<file path="src/shared/pll_lock_pkg.sv">
// Constants, register map and field layout of the PLL lock-detect block
//
// Operation
// - Fractional divider ratio spans 20 to 524283
// - Integer divider ratio spans 16 to 524287
// - Detector runs only while enable bit set
// - Status bit one reads lock state
// - Edge pair tested within window, either leading
// - Hits count up; lock at threshold
// - One miss clears count, drops lock
// - Mode bit low gives 10 ns window; code uses one 20 ns clock cycle
// - Mode bit high gives programmable window
// - Speed and divide fields select window size
// - Routing bits put lock flag on pin
// - Pin high when locked, low otherwise
// - Serial read borrows pin, then returns
// - Force bit keeps lock flag, no readback
// - Slip guard boosts gain past threshold
package pll_lock_pkg;

   // ----------------------------------------
   // Clock and timing
   // ----------------------------------------
   localparam int CLK_PERIOD_NS = 20;
   localparam int FIXED_WIN_NS  = 10;
   // Longest time: round down, but never below one cycle
   localparam int FIXED_WIN_CYC = (FIXED_WIN_NS / CLK_PERIOD_NS) < 1 ? 1 : (FIXED_WIN_NS / CLK_PERIOD_NS);
   localparam int WIN_CNT_W     = 10;
   localparam int LOCK_CNT_MAX  = 8;

   // ----------------------------------------
   // Divider ratio limits
   // ----------------------------------------
   localparam logic [18:0] FRAC_N_MIN = 19'd20;
   localparam logic [18:0] FRAC_N_MAX = 19'd524283;
   localparam logic [18:0] INT_N_MIN  = 19'd16;
   localparam logic [18:0] INT_N_MAX  = 19'd524287;

   // ----------------------------------------
   // Register indices (byte address is four times the index)
   // ----------------------------------------
   localparam logic [4:0] IDX_FB_RATIO   = 5'h03;
   localparam logic [4:0] IDX_LOCK_CFG   = 5'h07;
   localparam logic [4:0] IDX_PRESCALE   = 5'h08;
   localparam logic [4:0] IDX_PD_CTRL    = 5'h0B;
   localparam logic [4:0] IDX_PIN_ROUTE  = 5'h0F;
   localparam logic [4:0] IDX_LOCK_STAT  = 5'h12;
   localparam logic [23:0] REG_RESET     = 24'h000000;

   // ----------------------------------------
   // Field positions
   // ----------------------------------------
   localparam int LD_THR_LSB      = 0;
   localparam int LD_EN_BIT       = 3;
   localparam int LD_MODE_BIT     = 6;
   localparam int LD_DIV_LSB      = 7;
   localparam int LD_SPEED_LSB    = 10;
   localparam int PRESCALE_BIT    = 19;
   localparam int SLIP_THR_LSB    = 7;
   localparam int ROUTE_SEL_LSB   = 0;
   localparam int ROUTE_FORCE_BIT = 6;
   localparam int ROUTE_EN_BIT    = 7;
   localparam int FRAC_MODE_BIT   = 19;
   localparam logic [4:0] ROUTE_SEL_LOCK = 5'h01;
   localparam int STAT_SLIP_BIT   = 0;
   localparam int STAT_LOCK_BIT   = 1;
   localparam int STAT_RANGE_BIT  = 2;

   // Slip guard thresholds in cycles of phase error
   localparam logic [WIN_CNT_W-1:0] SLIP_THR0 = 10'h004;
   localparam logic [WIN_CNT_W-1:0] SLIP_THR1 = 10'h008;
   localparam logic [WIN_CNT_W-1:0] SLIP_THR2 = 10'h010;
   localparam logic [WIN_CNT_W-1:0] SLIP_THR3 = 10'h020;

   typedef enum logic [1:0] {WIN_IDLE, WIN_WAIT_FB, WIN_WAIT_REF} win_state_t;

endpackage

</file>
<file path="src/hw/edge_sync.sv">
// Three-stage synchroniser with rising-edge pulse for a pin input
module edge_sync (
   // Clock and reset
   input  wire logic clk_sys,
   input  wire logic resetn,
   // Pin and pulse
   input  wire logic pinIn,
   output logic      risePulse
);

   logic [2:0] syncQ;
   logic       levelQ;

   always_ff @(posedge clk_sys or negedge resetn)
   begin
      if (!resetn)
      begin
         syncQ <= 3'h0;
      end
      else
      begin
         syncQ <= {syncQ[1:0], pinIn};
      end
   end

   // Level changes only once stages two and three agree
   always_ff @(posedge clk_sys or negedge resetn)
   begin
      if (!resetn)
      begin
         levelQ <= 1'b0;
      end
      else if (syncQ[1] == syncQ[2])
      begin
         levelQ <= syncQ[2];
      end
   end

   assign risePulse = (syncQ[1] == syncQ[2]) && syncQ[2] && !levelQ;

endmodule

</file>
<file path="src/hw/pll_lock_detect.sv">
// Lock detector with APB registers, pin routing and slip guard
module pll_lock_detect (
   // Clock and reset
   input  wire logic        clk_sys,
   input  wire logic        resetn,
   // APB slave
   input  wire logic        psel,
   input  wire logic        penable,
   input  wire logic        pwrite,
   input  wire logic [7:0]  paddr,
   input  wire logic [31:0] pwdata,
   input  wire logic [3:0]  pstrb,
   output logic [31:0]      prdata,
   output logic             pready,
   output logic             pslverr,
   // Phase comparator edges
   input  wire logic        refEdgePin,
   input  wire logic        fbEdgePin,
   // Serial port readback
   input  wire logic        serialRead,
   input  wire logic        serialReadData,
   // Outputs
   output logic             sdoPin,
   output logic             slipGuardBoost,
   output logic             prescaleDiv2,
   output logic             lockIndicator
);

   localparam int WIN_CNT_W_L = pll_lock_pkg::WIN_CNT_W;

   logic [23:0] ratioQ, cfgQ, prescQ, pdQ, routeQ;
   logic        refRise, fbRise;
   logic        lockQ, slipQ, rangeErrQ, sdoQ;
   logic [3:0]  cntQ;
   logic [1:0]  tickCntQ;
   logic [WIN_CNT_W_L-1:0] gapQ, ticksQ;
   pll_lock_pkg::win_state_t stateQ, stateD;
   logic        hit, miss, expire, waiting, tickEn;
   logic        ldEn, progMode;
   logic [2:0]  lockThr;
   logic [WIN_CNT_W_L-1:0] tickLimit, slipThr;
   logic        wrEn, setupRd, mapped;
   logic [4:0]  idx;
   logic        errOpenQ;
   logic [WIN_CNT_W_L-1:0] errQ;

   // ----------------------------------------
   // Function helpers
   // ----------------------------------------
   function automatic logic [23:0] mergeBytes(input logic [23:0] old, input logic [31:0] wd,
                                               input logic [3:0] strb);
      logic [23:0] res;
      res = old;
      for (int b = 0; b < 3; b++)
      begin
         if (strb[b])
         begin
            res[8*b +: 8] = wd[8*b +: 8];
         end
      end
      return res;
   endfunction

   function automatic logic ratioOk(input logic [23:0] r);
      logic [18:0] n;
      n = r[18:0];
      if (r[pll_lock_pkg::FRAC_MODE_BIT])
      begin
         return (n >= pll_lock_pkg::FRAC_N_MIN) && (n <= pll_lock_pkg::FRAC_N_MAX);
      end
      return (n >= pll_lock_pkg::INT_N_MIN) && (n <= pll_lock_pkg::INT_N_MAX);
   endfunction

   // ----------------------------------------
   // Edge inputs
   // ----------------------------------------
   edge_sync uRefSync (
      .clk_sys   (clk_sys),
      .resetn    (resetn),
      .pinIn     (refEdgePin),
      .risePulse (refRise)
   );

   edge_sync uFbSync (
      .clk_sys   (clk_sys),
      .resetn    (resetn),
      .pinIn     (fbEdgePin),
      .risePulse (fbRise)
   );

   // ----------------------------------------
   // APB slave
   // ----------------------------------------
   assign idx     = paddr[6:2];
   assign mapped  = (paddr[7] == 1'b0) && (paddr[1:0] == 2'b00) &&
                    (idx == pll_lock_pkg::IDX_FB_RATIO || idx == pll_lock_pkg::IDX_LOCK_CFG ||
                     idx == pll_lock_pkg::IDX_PRESCALE || idx == pll_lock_pkg::IDX_PD_CTRL ||
                     idx == pll_lock_pkg::IDX_PIN_ROUTE || idx == pll_lock_pkg::IDX_LOCK_STAT);
   assign pready  = 1'b1;
   assign pslverr = psel && penable && (!mapped || (pwrite && idx == pll_lock_pkg::IDX_LOCK_STAT));
   assign wrEn    = psel && penable && pwrite && mapped;
   assign setupRd = psel && !penable && !pwrite;

   always_ff @(posedge clk_sys or negedge resetn)
   begin
      if (!resetn)
      begin
         ratioQ <= pll_lock_pkg::REG_RESET;
         cfgQ   <= pll_lock_pkg::REG_RESET;
         prescQ <= pll_lock_pkg::REG_RESET;
         pdQ    <= pll_lock_pkg::REG_RESET;
         routeQ <= pll_lock_pkg::REG_RESET;
      end
      else if (wrEn)
      begin
         unique case (idx)
            pll_lock_pkg::IDX_FB_RATIO:  ratioQ <= mergeBytes(ratioQ, pwdata, pstrb);
            pll_lock_pkg::IDX_LOCK_CFG:  cfgQ   <= mergeBytes(cfgQ, pwdata, pstrb);
            pll_lock_pkg::IDX_PRESCALE:  prescQ <= mergeBytes(prescQ, pwdata, pstrb);
            pll_lock_pkg::IDX_PD_CTRL:   pdQ    <= mergeBytes(pdQ, pwdata, pstrb);
            pll_lock_pkg::IDX_PIN_ROUTE: routeQ <= mergeBytes(routeQ, pwdata, pstrb);
            default:                     ;
         endcase
      end
   end

   // Read data is captured in the setup cycle so the access phase needs no wait
   always_ff @(posedge clk_sys or negedge resetn)
   begin
      if (!resetn)
      begin
         prdata <= 32'h00000000;
      end
      else if (setupRd)
      begin
         prdata <= 32'h00000000;
         unique case (idx)
            pll_lock_pkg::IDX_FB_RATIO:  prdata[23:0] <= ratioQ;
            pll_lock_pkg::IDX_LOCK_CFG:  prdata[23:0] <= cfgQ;
            pll_lock_pkg::IDX_PRESCALE:  prdata[23:0] <= prescQ;
            pll_lock_pkg::IDX_PD_CTRL:   prdata[23:0] <= pdQ;
            pll_lock_pkg::IDX_PIN_ROUTE: prdata[23:0] <= routeQ;
            pll_lock_pkg::IDX_LOCK_STAT: prdata[3:0] <= {1'b0, rangeErrQ, lockQ, slipQ};
            default:                     ;
         endcase
      end
   end

   always_ff @(posedge clk_sys or negedge resetn)
   begin
      if (!resetn)
      begin
         rangeErrQ <= 1'b0;
      end
      else
      begin
         rangeErrQ <= !ratioOk(ratioQ);
      end
   end

   assign prescaleDiv2 = prescQ[pll_lock_pkg::PRESCALE_BIT];

   // ----------------------------------------
   // Window timing
   // ----------------------------------------
   // Enable and mode fields
   assign ldEn      = cfgQ[pll_lock_pkg::LD_EN_BIT];
   assign progMode  = cfgQ[pll_lock_pkg::LD_MODE_BIT];
   assign lockThr   = cfgQ[pll_lock_pkg::LD_THR_LSB +: 3];
   assign tickLimit = WIN_CNT_W_L'(1) << cfgQ[pll_lock_pkg::LD_DIV_LSB +: 3];
   assign waiting   = (stateQ != pll_lock_pkg::WIN_IDLE);

   // Timer tick divider set by speed field
   assign tickEn = (tickCntQ == cfgQ[pll_lock_pkg::LD_SPEED_LSB +: 2]);

   always_ff @(posedge clk_sys or negedge resetn)
   begin
      if (!resetn)
      begin
         tickCntQ <= 2'h0;
      end
      else if (!waiting || tickEn)
      begin
         tickCntQ <= 2'h0;
      end
      else
      begin
         tickCntQ <= tickCntQ + 2'h1;
      end
   end

   assign expire = progMode ? (ticksQ >= tickLimit) : (gapQ >= WIN_CNT_W_L'(pll_lock_pkg::FIXED_WIN_CYC));

   // Either edge may open the window
   always_comb
   begin
      stateD = stateQ;
      hit    = 1'b0;
      miss   = 1'b0;
      unique case (stateQ)
         pll_lock_pkg::WIN_IDLE:
         begin
            if (refRise && fbRise)
            begin
               hit = 1'b1;
            end
            else if (refRise)
            begin
               stateD = pll_lock_pkg::WIN_WAIT_FB;
            end
            else if (fbRise)
            begin
               stateD = pll_lock_pkg::WIN_WAIT_REF;
            end
         end
         pll_lock_pkg::WIN_WAIT_FB:
         begin
            if (fbRise)
            begin
               hit    = 1'b1;
               stateD = pll_lock_pkg::WIN_IDLE;
            end
            else if (expire || refRise)
            begin
               miss   = 1'b1;
               stateD = refRise ? pll_lock_pkg::WIN_WAIT_FB : pll_lock_pkg::WIN_IDLE;
            end
         end
         pll_lock_pkg::WIN_WAIT_REF:
         begin
            if (refRise)
            begin
               hit    = 1'b1;
               stateD = pll_lock_pkg::WIN_IDLE;
            end
            else if (expire || fbRise)
            begin
               miss   = 1'b1;
               stateD = fbRise ? pll_lock_pkg::WIN_WAIT_REF : pll_lock_pkg::WIN_IDLE;
            end
         end
         default:
         begin
            stateD = pll_lock_pkg::WIN_IDLE;
         end
      endcase
      if (!ldEn)
      begin
         stateD = pll_lock_pkg::WIN_IDLE;
         hit    = 1'b0;
         miss   = 1'b0;
      end
   end

   always_ff @(posedge clk_sys or negedge resetn)
   begin
      if (!resetn)
      begin
         stateQ <= pll_lock_pkg::WIN_IDLE;
         gapQ   <= '0;
         ticksQ <= '0;
      end
      else
      begin
         stateQ <= stateD;
         if (stateD != stateQ || miss || !waiting)
         begin
            gapQ   <= '0;
            ticksQ <= '0;
         end
         else
         begin
            if (gapQ != '1)
            begin
               gapQ <= gapQ + WIN_CNT_W_L'(1);
            end
            if (tickEn && ticksQ != '1)
            begin
               ticksQ <= ticksQ + WIN_CNT_W_L'(1);
            end
         end
      end
   end

   // ----------------------------------------
   // Lock counter
   // ----------------------------------------
   always_ff @(posedge clk_sys or negedge resetn)
   begin
      if (!resetn)
      begin
         cntQ  <= 4'h0;
         lockQ <= 1'b0;
      end
      else if (!ldEn)
      begin
         cntQ  <= 4'h0;
         lockQ <= 1'b0;
      end
      else if (miss)
      begin
         cntQ  <= 4'h0;
         lockQ <= 1'b0;
      end
      else if (hit)
      begin
         if (cntQ != 4'(pll_lock_pkg::LOCK_CNT_MAX))
         begin
            cntQ <= cntQ + 4'h1;
         end
         if ((cntQ + 4'h1) >= {1'b0, lockThr})
         begin
            lockQ <= 1'b1;
         end
      end
   end

   assign lockIndicator = lockQ;

   // ----------------------------------------
   // Slip guard
   // ----------------------------------------
   always_comb
   begin
      unique case (pdQ[pll_lock_pkg::SLIP_THR_LSB +: 2])
         2'h0:    slipThr = pll_lock_pkg::SLIP_THR0;
         2'h1:    slipThr = pll_lock_pkg::SLIP_THR1;
         2'h2:    slipThr = pll_lock_pkg::SLIP_THR2;
         default: slipThr = pll_lock_pkg::SLIP_THR3;
      endcase
   end

   // Phase error runs from one lone edge to the next, past window expiry
   always_ff @(posedge clk_sys or negedge resetn)
   begin
      if (!resetn)
      begin
         errOpenQ <= 1'b0;
         errQ     <= '0;
      end
      else if (!ldEn || (refRise && fbRise))
      begin
         errOpenQ <= 1'b0;
         errQ     <= '0;
      end
      else if (refRise || fbRise)
      begin
         errOpenQ <= !errOpenQ;
         errQ     <= '0;
      end
      else if (errOpenQ && errQ != '1)
      begin
         errQ <= errQ + WIN_CNT_W_L'(1);
      end
   end

   // Boost while phase error is large
   always_ff @(posedge clk_sys or negedge resetn)
   begin
      if (!resetn)
      begin
         slipQ <= 1'b0;
      end
      else
      begin
         slipQ <= errOpenQ && (errQ >= slipThr);
      end
   end

   assign slipGuardBoost = slipQ;

   // ----------------------------------------
   // Shared output pin
   // ----------------------------------------
   always_ff @(posedge clk_sys or negedge resetn)
   begin
      if (!resetn)
      begin
         sdoQ <= 1'b0;
      end
      // Lock flag routing, forced wins over readback
      else if (routeQ[pll_lock_pkg::ROUTE_EN_BIT] &&
               routeQ[pll_lock_pkg::ROUTE_SEL_LSB +: 5] == pll_lock_pkg::ROUTE_SEL_LOCK &&
               (routeQ[pll_lock_pkg::ROUTE_FORCE_BIT] || !serialRead))
      begin
         sdoQ <= lockQ;
      end
      else
      begin
         sdoQ <= serialRead ? serialReadData : 1'b0;
      end
   end

   assign sdoPin = sdoQ;
endmodule

</file>
<file path="config.mk">
export PLATFORM = sky130hd
export DESIGN_NAME = pll_lock_detect
export DESIGN_NICKNAME = d
export VERILOG_FILES = /design/src/shared/pll_lock_pkg.sv /design/src/hw/edge_sync.sv /design/src/hw/pll_lock_detect.sv
export SDC_FILE = /design/constraint.sdc
export NUM_CORES = 1
export LEC_CHECK = 0
export BUFFER_PORTS_ARGS = -buffer_cell sky130_fd_sc_hd__buf_2
export CAP_MARGIN = 40
export CORE_MARGIN = 3
export CORE_UTILIZATION = 45
export CTS_CLUSTER_SIZE = 28
export DETAILED_ROUTE_END_ITERATION = 10
export PLACE_DENSITY_LB_ADDON = 0.1
export SKIP_CTS_REPAIR_TIMING = 1
export SYNTH_ARGS = -nofsm -noshare
export SYNTH_HDL_FRONTEND = slang
export SYNTH_SLANG_ARGS = --single-unit
</file>
<file path="constraint.sdc">
create_clock -name clk_sys -period 4 [get_ports clk_sys]
set_input_delay 0.2 -clock clk_sys [delete_from_list [all_inputs] [get_ports clk_sys]]
set_output_delay 0.2 -clock clk_sys [all_outputs]
set_load 0.1 [all_outputs]
</file>
# Word-level counts from Yosys, hierarchy flattened
# Index checks and enable logic that the tools add are counted.
word_totals:
  ramBits: 0
  wordCells: 187
  output_inout_bits: 38
  latch_bits: 0
  regBits: 195
  in_bits: 53
  mem_count: 0
  mem_bits_ro: 0
classes:
  shift: 1
  bitwise_logic: 1
  mux: 49
  n_eq_ne: 22
  n_addsub: 5
  n_lt_le_gt_ge: 8
  mul: 0
  n_reduce_logical: 70
  div: 0
op_table:
  columns: ["operator", "n"]
  rows:
  - ["$pmux W20 S5", 1]
  - ["$mux W10", 7]
  - ["$reduce_and A3 Y1", 15]
  - ["$ge A19 B5 Y1 const B", 2]
  - ["$le A19 B19 Y1 const B", 2]
  - ["$add A10 B1 Y10 const B", 3]
  - ["$ne A10 B10 Y1 const B", 3]
  - ["$pmux W4 S6", 1]
  - ["$mux W1", 22]
  - ["$logic_and A1 B1 Y1", 21]
  - ["$ge A10 B10 Y1", 2]
  - ["$mux W2", 10]
  - ["$pmux W6 S3", 1]
  - ["$mux W4", 4]
  - ["$eq A5 B4 Y1 const B", 3]
  - ["$logic_or A1 B1 Y1", 14]
  - ["$ge A10 B1 Y1 const B", 1]
  - ["$logic_not A1 Y1", 10]
  - ["$shl A1 B3 Y10 const A", 1]
  - ["$ne A3 B1 Y1 const B", 3]
  - ["$reduce_bool A2 Y1", 4]
  - ["$logic_not A2 Y1", 3]
  - ["$pmux W2 S3", 1]
  - ["$eq A5 B1 Y1 const B", 1]
  - ["17 further kinds", 21]

# Longest topological paths before layout
logic_depth:
  ltp_word: 12
  depth_mapped: 10
  ltp_nobuf: 8

# Modules after synthesis
# Synthesis repeated with hierarchy kept, for this count alone.
hier_totals:
  hier_cells: 799
  area_unflattened_um2: 9425.3
by_module_without_submodules:
  columns: ["mod", "instances", "seq_area_each_um2", "cells_per_inst", "area_each_um2"]
  rows:
  - ["pll_lock_detect", 1, 4679.5, 785, 9157.5]
  - ["edge_sync", 2, 100.1, 7, 133.9]

# Worst setup path before layout
# Ideal clock, no wire load.
synth_timing:
  path_type: "in2out"
  start: "in paddr[3]"
  end: "out pslverr"
  path_slack_ps: 882
  path_buffers: 0
  stages: 4
  t_arrival_ps: 2918
  required_ps: 3800
  cell_sequence: "and3b_1 > o21ai_1 > a2111oi_4 > a21boi_0"
synth_between:
  elab_chain_len: 10
  word_cells_on_any_way: 16
  classes_between: "eq/ne (6); reduce/logical (10)"
synth_lines:
  columns: ["element", "line_no", "source"]
  rows:
  - ["start: declaration", "pll_lock_detect.sv:10", "input wire logic [7:0] paddr,"]
  - ["$eq A5 B2 Y1 or $eq A5 B3 Y1 (tied branches)", "pll_lock_detect.sv:96", "(idx == pll_lock_pkg::IDX_FB_RATIO || idx == pll_lock_pkg::IDX_LOCK_CFG ||"]
  - ["$logic_or A1 B1 Y1 (2 in series)", "pll_lock_detect.sv:96", null]
  - ["$logic_or A1 B1 Y1 (2 in series)", "pll_lock_detect.sv:97", "idx == pll_lock_pkg::IDX_PRESCALE || idx == pll_lock_pkg::IDX_PD_CTRL ||"]
  - ["$logic_or A1 B1 Y1", "pll_lock_detect.sv:98", "idx == pll_lock_pkg::IDX_PIN_ROUTE || idx == pll_lock_pkg::IDX_LOCK_STAT);"]
  - ["$logic_and A1 B1 Y1", "pll_lock_detect.sv:95", "assign mapped = (paddr[7] == 1'b0) && (paddr[1:0] == 2'b00) &&"]
  - ["$logic_not A1 Y1", "pll_lock_detect.sv:100", "assign pslverr = psel && penable && (!mapped || (pwrite && idx == pll_lock_pkg::IDX_LOCK_STAT));"]
  - ["$logic_or A1 B1 Y1 *", "pll_lock_detect.sv:100", null]
  - ["$logic_and A1 B1 Y1 *", "pll_lock_detect.sv:100", null]
  - ["end: declaration", "pll_lock_detect.sv:15", "output logic pslverr,"]
# Every way passes the cells marked *; elsewhere a longest branch is shown, timed or not.

# Final worst setup path
layout_timing:
  start: "reg cfgQ[7]"
  end: "reg gapQ[6]"
layout_between:
  elab_chain_len: 12
  word_cells_on_any_way: 22
  classes_between: "order compare (1); eq/ne (1); shift (1); mux (14); reduce/logical (5)"
layout_lines:
  columns: ["element", "line_no", "source"]
  rows:
  - ["start: declaration", "pll_lock_detect.sv:31", "logic [23:0] ratioQ, cfgQ, prescQ, pdQ, routeQ;"]
  - ["start signal: assignment", "pll_lock_detect.sv:109", "cfgQ <= pll_lock_pkg::REG_RESET;"]
  - ["start signal: assignment", "pll_lock_detect.sv:118", "pll_lock_pkg::IDX_LOCK_CFG: cfgQ <= mergeBytes(cfgQ, pwdata, pstrb);"]
  - ["$shl A1 B3 Y10 *", "pll_lock_detect.sv:170", "assign tickLimit = WIN_CNT_W_L'(1) << cfgQ[pll_lock_pkg::LD_DIV_LSB +: 3];"]
  - ["$ge A10 B10 Y1 *", "pll_lock_detect.sv:192", "assign expire = progMode ? (ticksQ >= tickLimit) : (gapQ >= WIN_CNT_W_L'(pll_lock_pkg::FIXED_WIN_CYC));"]
  - ["$mux W1 *", "pll_lock_detect.sv:192", null]
  - ["$logic_or A1 B1 Y1, on equally long branches", "pll_lock_detect.sv:236, pll_lock_detect.sv:223", null]
  - ["$mux W2, on equally long branches", "pll_lock_detect.sv:236, pll_lock_detect.sv:223", null]
  - ["$mux W2, on equally long branches", "pll_lock_detect.sv:231, pll_lock_detect.sv:218", null]
  - ["$pmux W2 S3", "pll_lock_detect.sv:200", "unique case (stateQ)"]
  - ["$mux W2", "pll_lock_detect.sv:247", "if (!ldEn)"]
  - ["$ne A2 B2 Y1", "pll_lock_detect.sv:266", "if (stateD != stateQ || miss || !waiting)"]
  - ["$logic_or A1 B1 Y1 * (2 in series)", "pll_lock_detect.sv:266", null]
  - ["$mux W10 or $reduce_bool A2 Y1 (tied branches)", null, null]
  - ["end signal: assignment", "pll_lock_detect.sv:275", "gapQ <= gapQ + WIN_CNT_W_L'(1);"]
  - ["end: declaration", "pll_lock_detect.sv:36", "logic [WIN_CNT_W_L-1:0] gapQ, ticksQ;"]
# Marks and branches as above.
# A chain may end at the register's enable or synchronous reset.

==> metrics.csv <==
metric;value;unit
dpl hpwl;15.6;mm
Hold Crit Start;serialRead;
Via Count;6814;
critical-path cell list;or3b_2 -> ha_1 -> or3b_2 -> o2111ai_1 -> nand3_1 -> a21oi_1 -> o32ai_2 -> buf_4 -> nor4_1;
clock root buffer master;clkbuf_16;
RSZ-0062 raised after global routing;no;
total gr overflow;0;
Post-Syn Instances;812;
Hold Vio Cnt, Final;0;
top_reg_cell synth;dfrtp_1;
clk buf depth;2;
CTS tree;done;
Worst Skew;0.00927;ns
DR pass1 iterations;9;
Hold Path Class;in2reg;
worst skew pair latency;0.44;ns
post-layout minimum cycle time;3.03;ns
# diodes;0;
Yosys warning count;0;
cell mode on critical path;or3b_2;
core area;0.0205;mm^2
Synth async-reset ratio;100;%
# Max-Cap Violations;0;
die width;151;um
critical-path maximum fanout;20;
GR Util All Layers;20.3;%
most area-consuming cells after synthesis;dfrtp_1 51%, mux2_2 14%, ha_1 3.8%;
status;completed;
Core Rows;52;
Peak VDD IR;0.000265;V
area of the multi-input gates;0.00441;mm^2
Sink Count;195;
Mapped Area;0.00949;mm^2
routed len/inst;19.1;um
Worst Setup End Kind;register;
Crit Path Class;reg2reg;
FILL cells;1788;
total power;4.36;mW
WP data required;4.34;ns
pwr dens;402;mW/mm^2
Die ar.;0.0229;mm^2
initial antenna violation count;1;
Synth-to-Final Area Change;14.3;%
fmax;330;MHz
CP Launch Point;cfgQ[7]$_DFFE_PN0P_;
fin crit share;75.7;%
arrival time worst endpoint;3.37;ns
Seq. cell area;0.00488;mm^2
Starting DRT DRC Count;515;
Worst path slowest cell;dfrtp_1;
register area share after synthesis;51.4;%
clock slew at reported path FFs;0.08;ns
CP startpoint kind;register;
# IOs;91;
number of synthesized flops with an enable pin;0;
Detail Route Antenna Nets;0;
Worst-Margin Slew;0.903;ns
drt total wl;22.3;mm
largest net degree at the start of global routing;113;
RePlAce Congestion;0.856;
Max H-tree Level;4;
leakage power;4.78;nW
Max Slew Vio Count;0;
DRC;0;
layout cell share with drive strength beyond 1;30.0;%
R2R Path Start;cfgQ[7]$_DFFE_PN0P_;
Synth area leader;dfrtp_1;
Slew headroom;39.4;%
input/output buffers;72;
Initial Utilization;46.3;%
Netlist cell types;56;
Setup Viol. Count Final;0;
vias in the first global route;6905;
post-route setup slack;0.971;ns
Inserted Clock Buffers;17;
global-route wire length before repair;36.4;mm
Yosys reg bits;195;
nets@finish;965;
slowest cell delay on critical path;0.50;ns
Yosys top cell area share;51.4;%
post-route setup TNS;0;ns
Place WS;0.964;ns
Die Span Y;151;um
Vias/cell;5.84;
Post-Syn Area per Cell;11.7;um^2
## cells in the final DEF, fill, tap and decap left out, drive strengths merged, types with 3 or more instances in the layout
cell type    count
nor2b            3
a221oi           3
o2111ai          4
a22oi           26
a31oi           26
or4b             3
inv             28
nor3            37
nor4            10
nand2b           7
nand3           21
a222oi          21
a21oi           20
clkbuf          18
clkinv           6
and2             3
nand3b           6
nor2            78
and4             4
dlygate4sd3      4
xor2            11
ha              29
dfrtp          195
or3              3
nor3b            3
mux2           123
conb             9
mux2i            5
nand4           18
buf             82
nand2           32
o21ai           15
or3b             4
xnor2           14
a21o             3
## per-stage QoR
| step | hold WS (ns) | cell area [um^2] | instances | utilization [%] |
|---|---|---|---|---|
| floorplan | -0.0956 | 9520 | 819 | - |
| global placement | 0.310 | 10200 | 1129 | 49.5 |
| detailed placement | 0.0606 | 10200 | 1130 | 49.7 |
| CTS | -0.422 | 10800 | 1162 | 52.7 |
| global route | 0.0186 | 10800 | 1166 | 52.9 |
| finish | 0.0134 | 10800 | 1166 | 52.9 |
## cell usage after synthesis (15+ instances only)
cell / count
a31oi_1: 26
inv_1: 19
a222oi_1: 21
a21oi_1: 20
nand2_1: 32
nor3_1: 37
nand3_1: 21
ha_1: 29
nand4_1: 15
dfrtp_1: 195
nor2_1: 63
nor2_4: 15
mux2_2: 121
a22oi_1: 26
clkbuf_1: 27
## power breakdown
part           internal, mW  switching, mW
combinational        0.0893          0.470
clock                 0.863          0.893
sequential             2.02         0.0284
## kinds of logic after synthesis
logic type	after synthesis	share of synthesized area, %
other cells	2	0.0791
fa+ha+maj	29	3.82
compound gates	133	10.2
flops	195	51.4
mux	128	15.1
buf+inv	61	2.78
simple gates	239	14.2
xor+xnor	25	2.31
## registers in the layout (all words and copies together) (netlist names)
signal and flops:
cntQ 4, uRefSync.levelQ 1, routeQ 24, errOpenQ 1, uRefSync.syncQ 3, pdQ 24, ratioQ 24, tickCntQ 2
uFbSync.levelQ 1, uFbSync.syncQ 3, cfgQ 24, prdata 24, lockIndicator 1, gapQ 10, ticksQ 10, stateQ 2
sdoPin 1, rangeErrQ 1, errQ 10, slipGuardBoost 1, prescQ 24
## final timing paths
| check | end | slack [ns] | depth (start not counted) |
|---|---|---|---|
| max | gapQ[6]$_DFFE_PN0P_ | 0.97 | 9 |
| min | sdoPin$_DFF_PN0_ | 0.01 | 3 |
| max reg2reg | gapQ[6]$_DFFE_PN0P_ | 0.97 | 9 |
| min reg2reg | uRefSync.syncQ[1]$_DFF_PN0_ | 0.36 | 0 |
| max in group asynchronous | prdata[21]$_DFFE_PN0P_ | 3.05 | 3 |
| min in group asynchronous | ticksQ[7]$_DFFE_PN0P_ | 0.17 | 2 |
## per-layer routing
metal,global-route usage (%),up-vias,wire length [um]
met3,4.43,27,1260
met2,32.7,177,10500
li1,-,3160,-
met4,5.53,2,321
met5,0,-,13
met1,27.8,3448,10100
## cell type report
class                   count  area share (%)
clock buffers              17            3.92
clock inverters            15            1.81
inverters                  19           0.658
multi-input cells         563            40.7
flip-flops and latches    195            45.0
well taps                 270            3.12
repair buffers             87            4.83
## critical path: cells and delay by family, from the launching register on
family          cells  cell delay (ns)
buf+inv             1             0.23
simple gates        4             1.36
flops               1             0.50
fa+ha+maj           1             0.20
compound gates      3             0.62
Power figures use the tool's default switching activity.
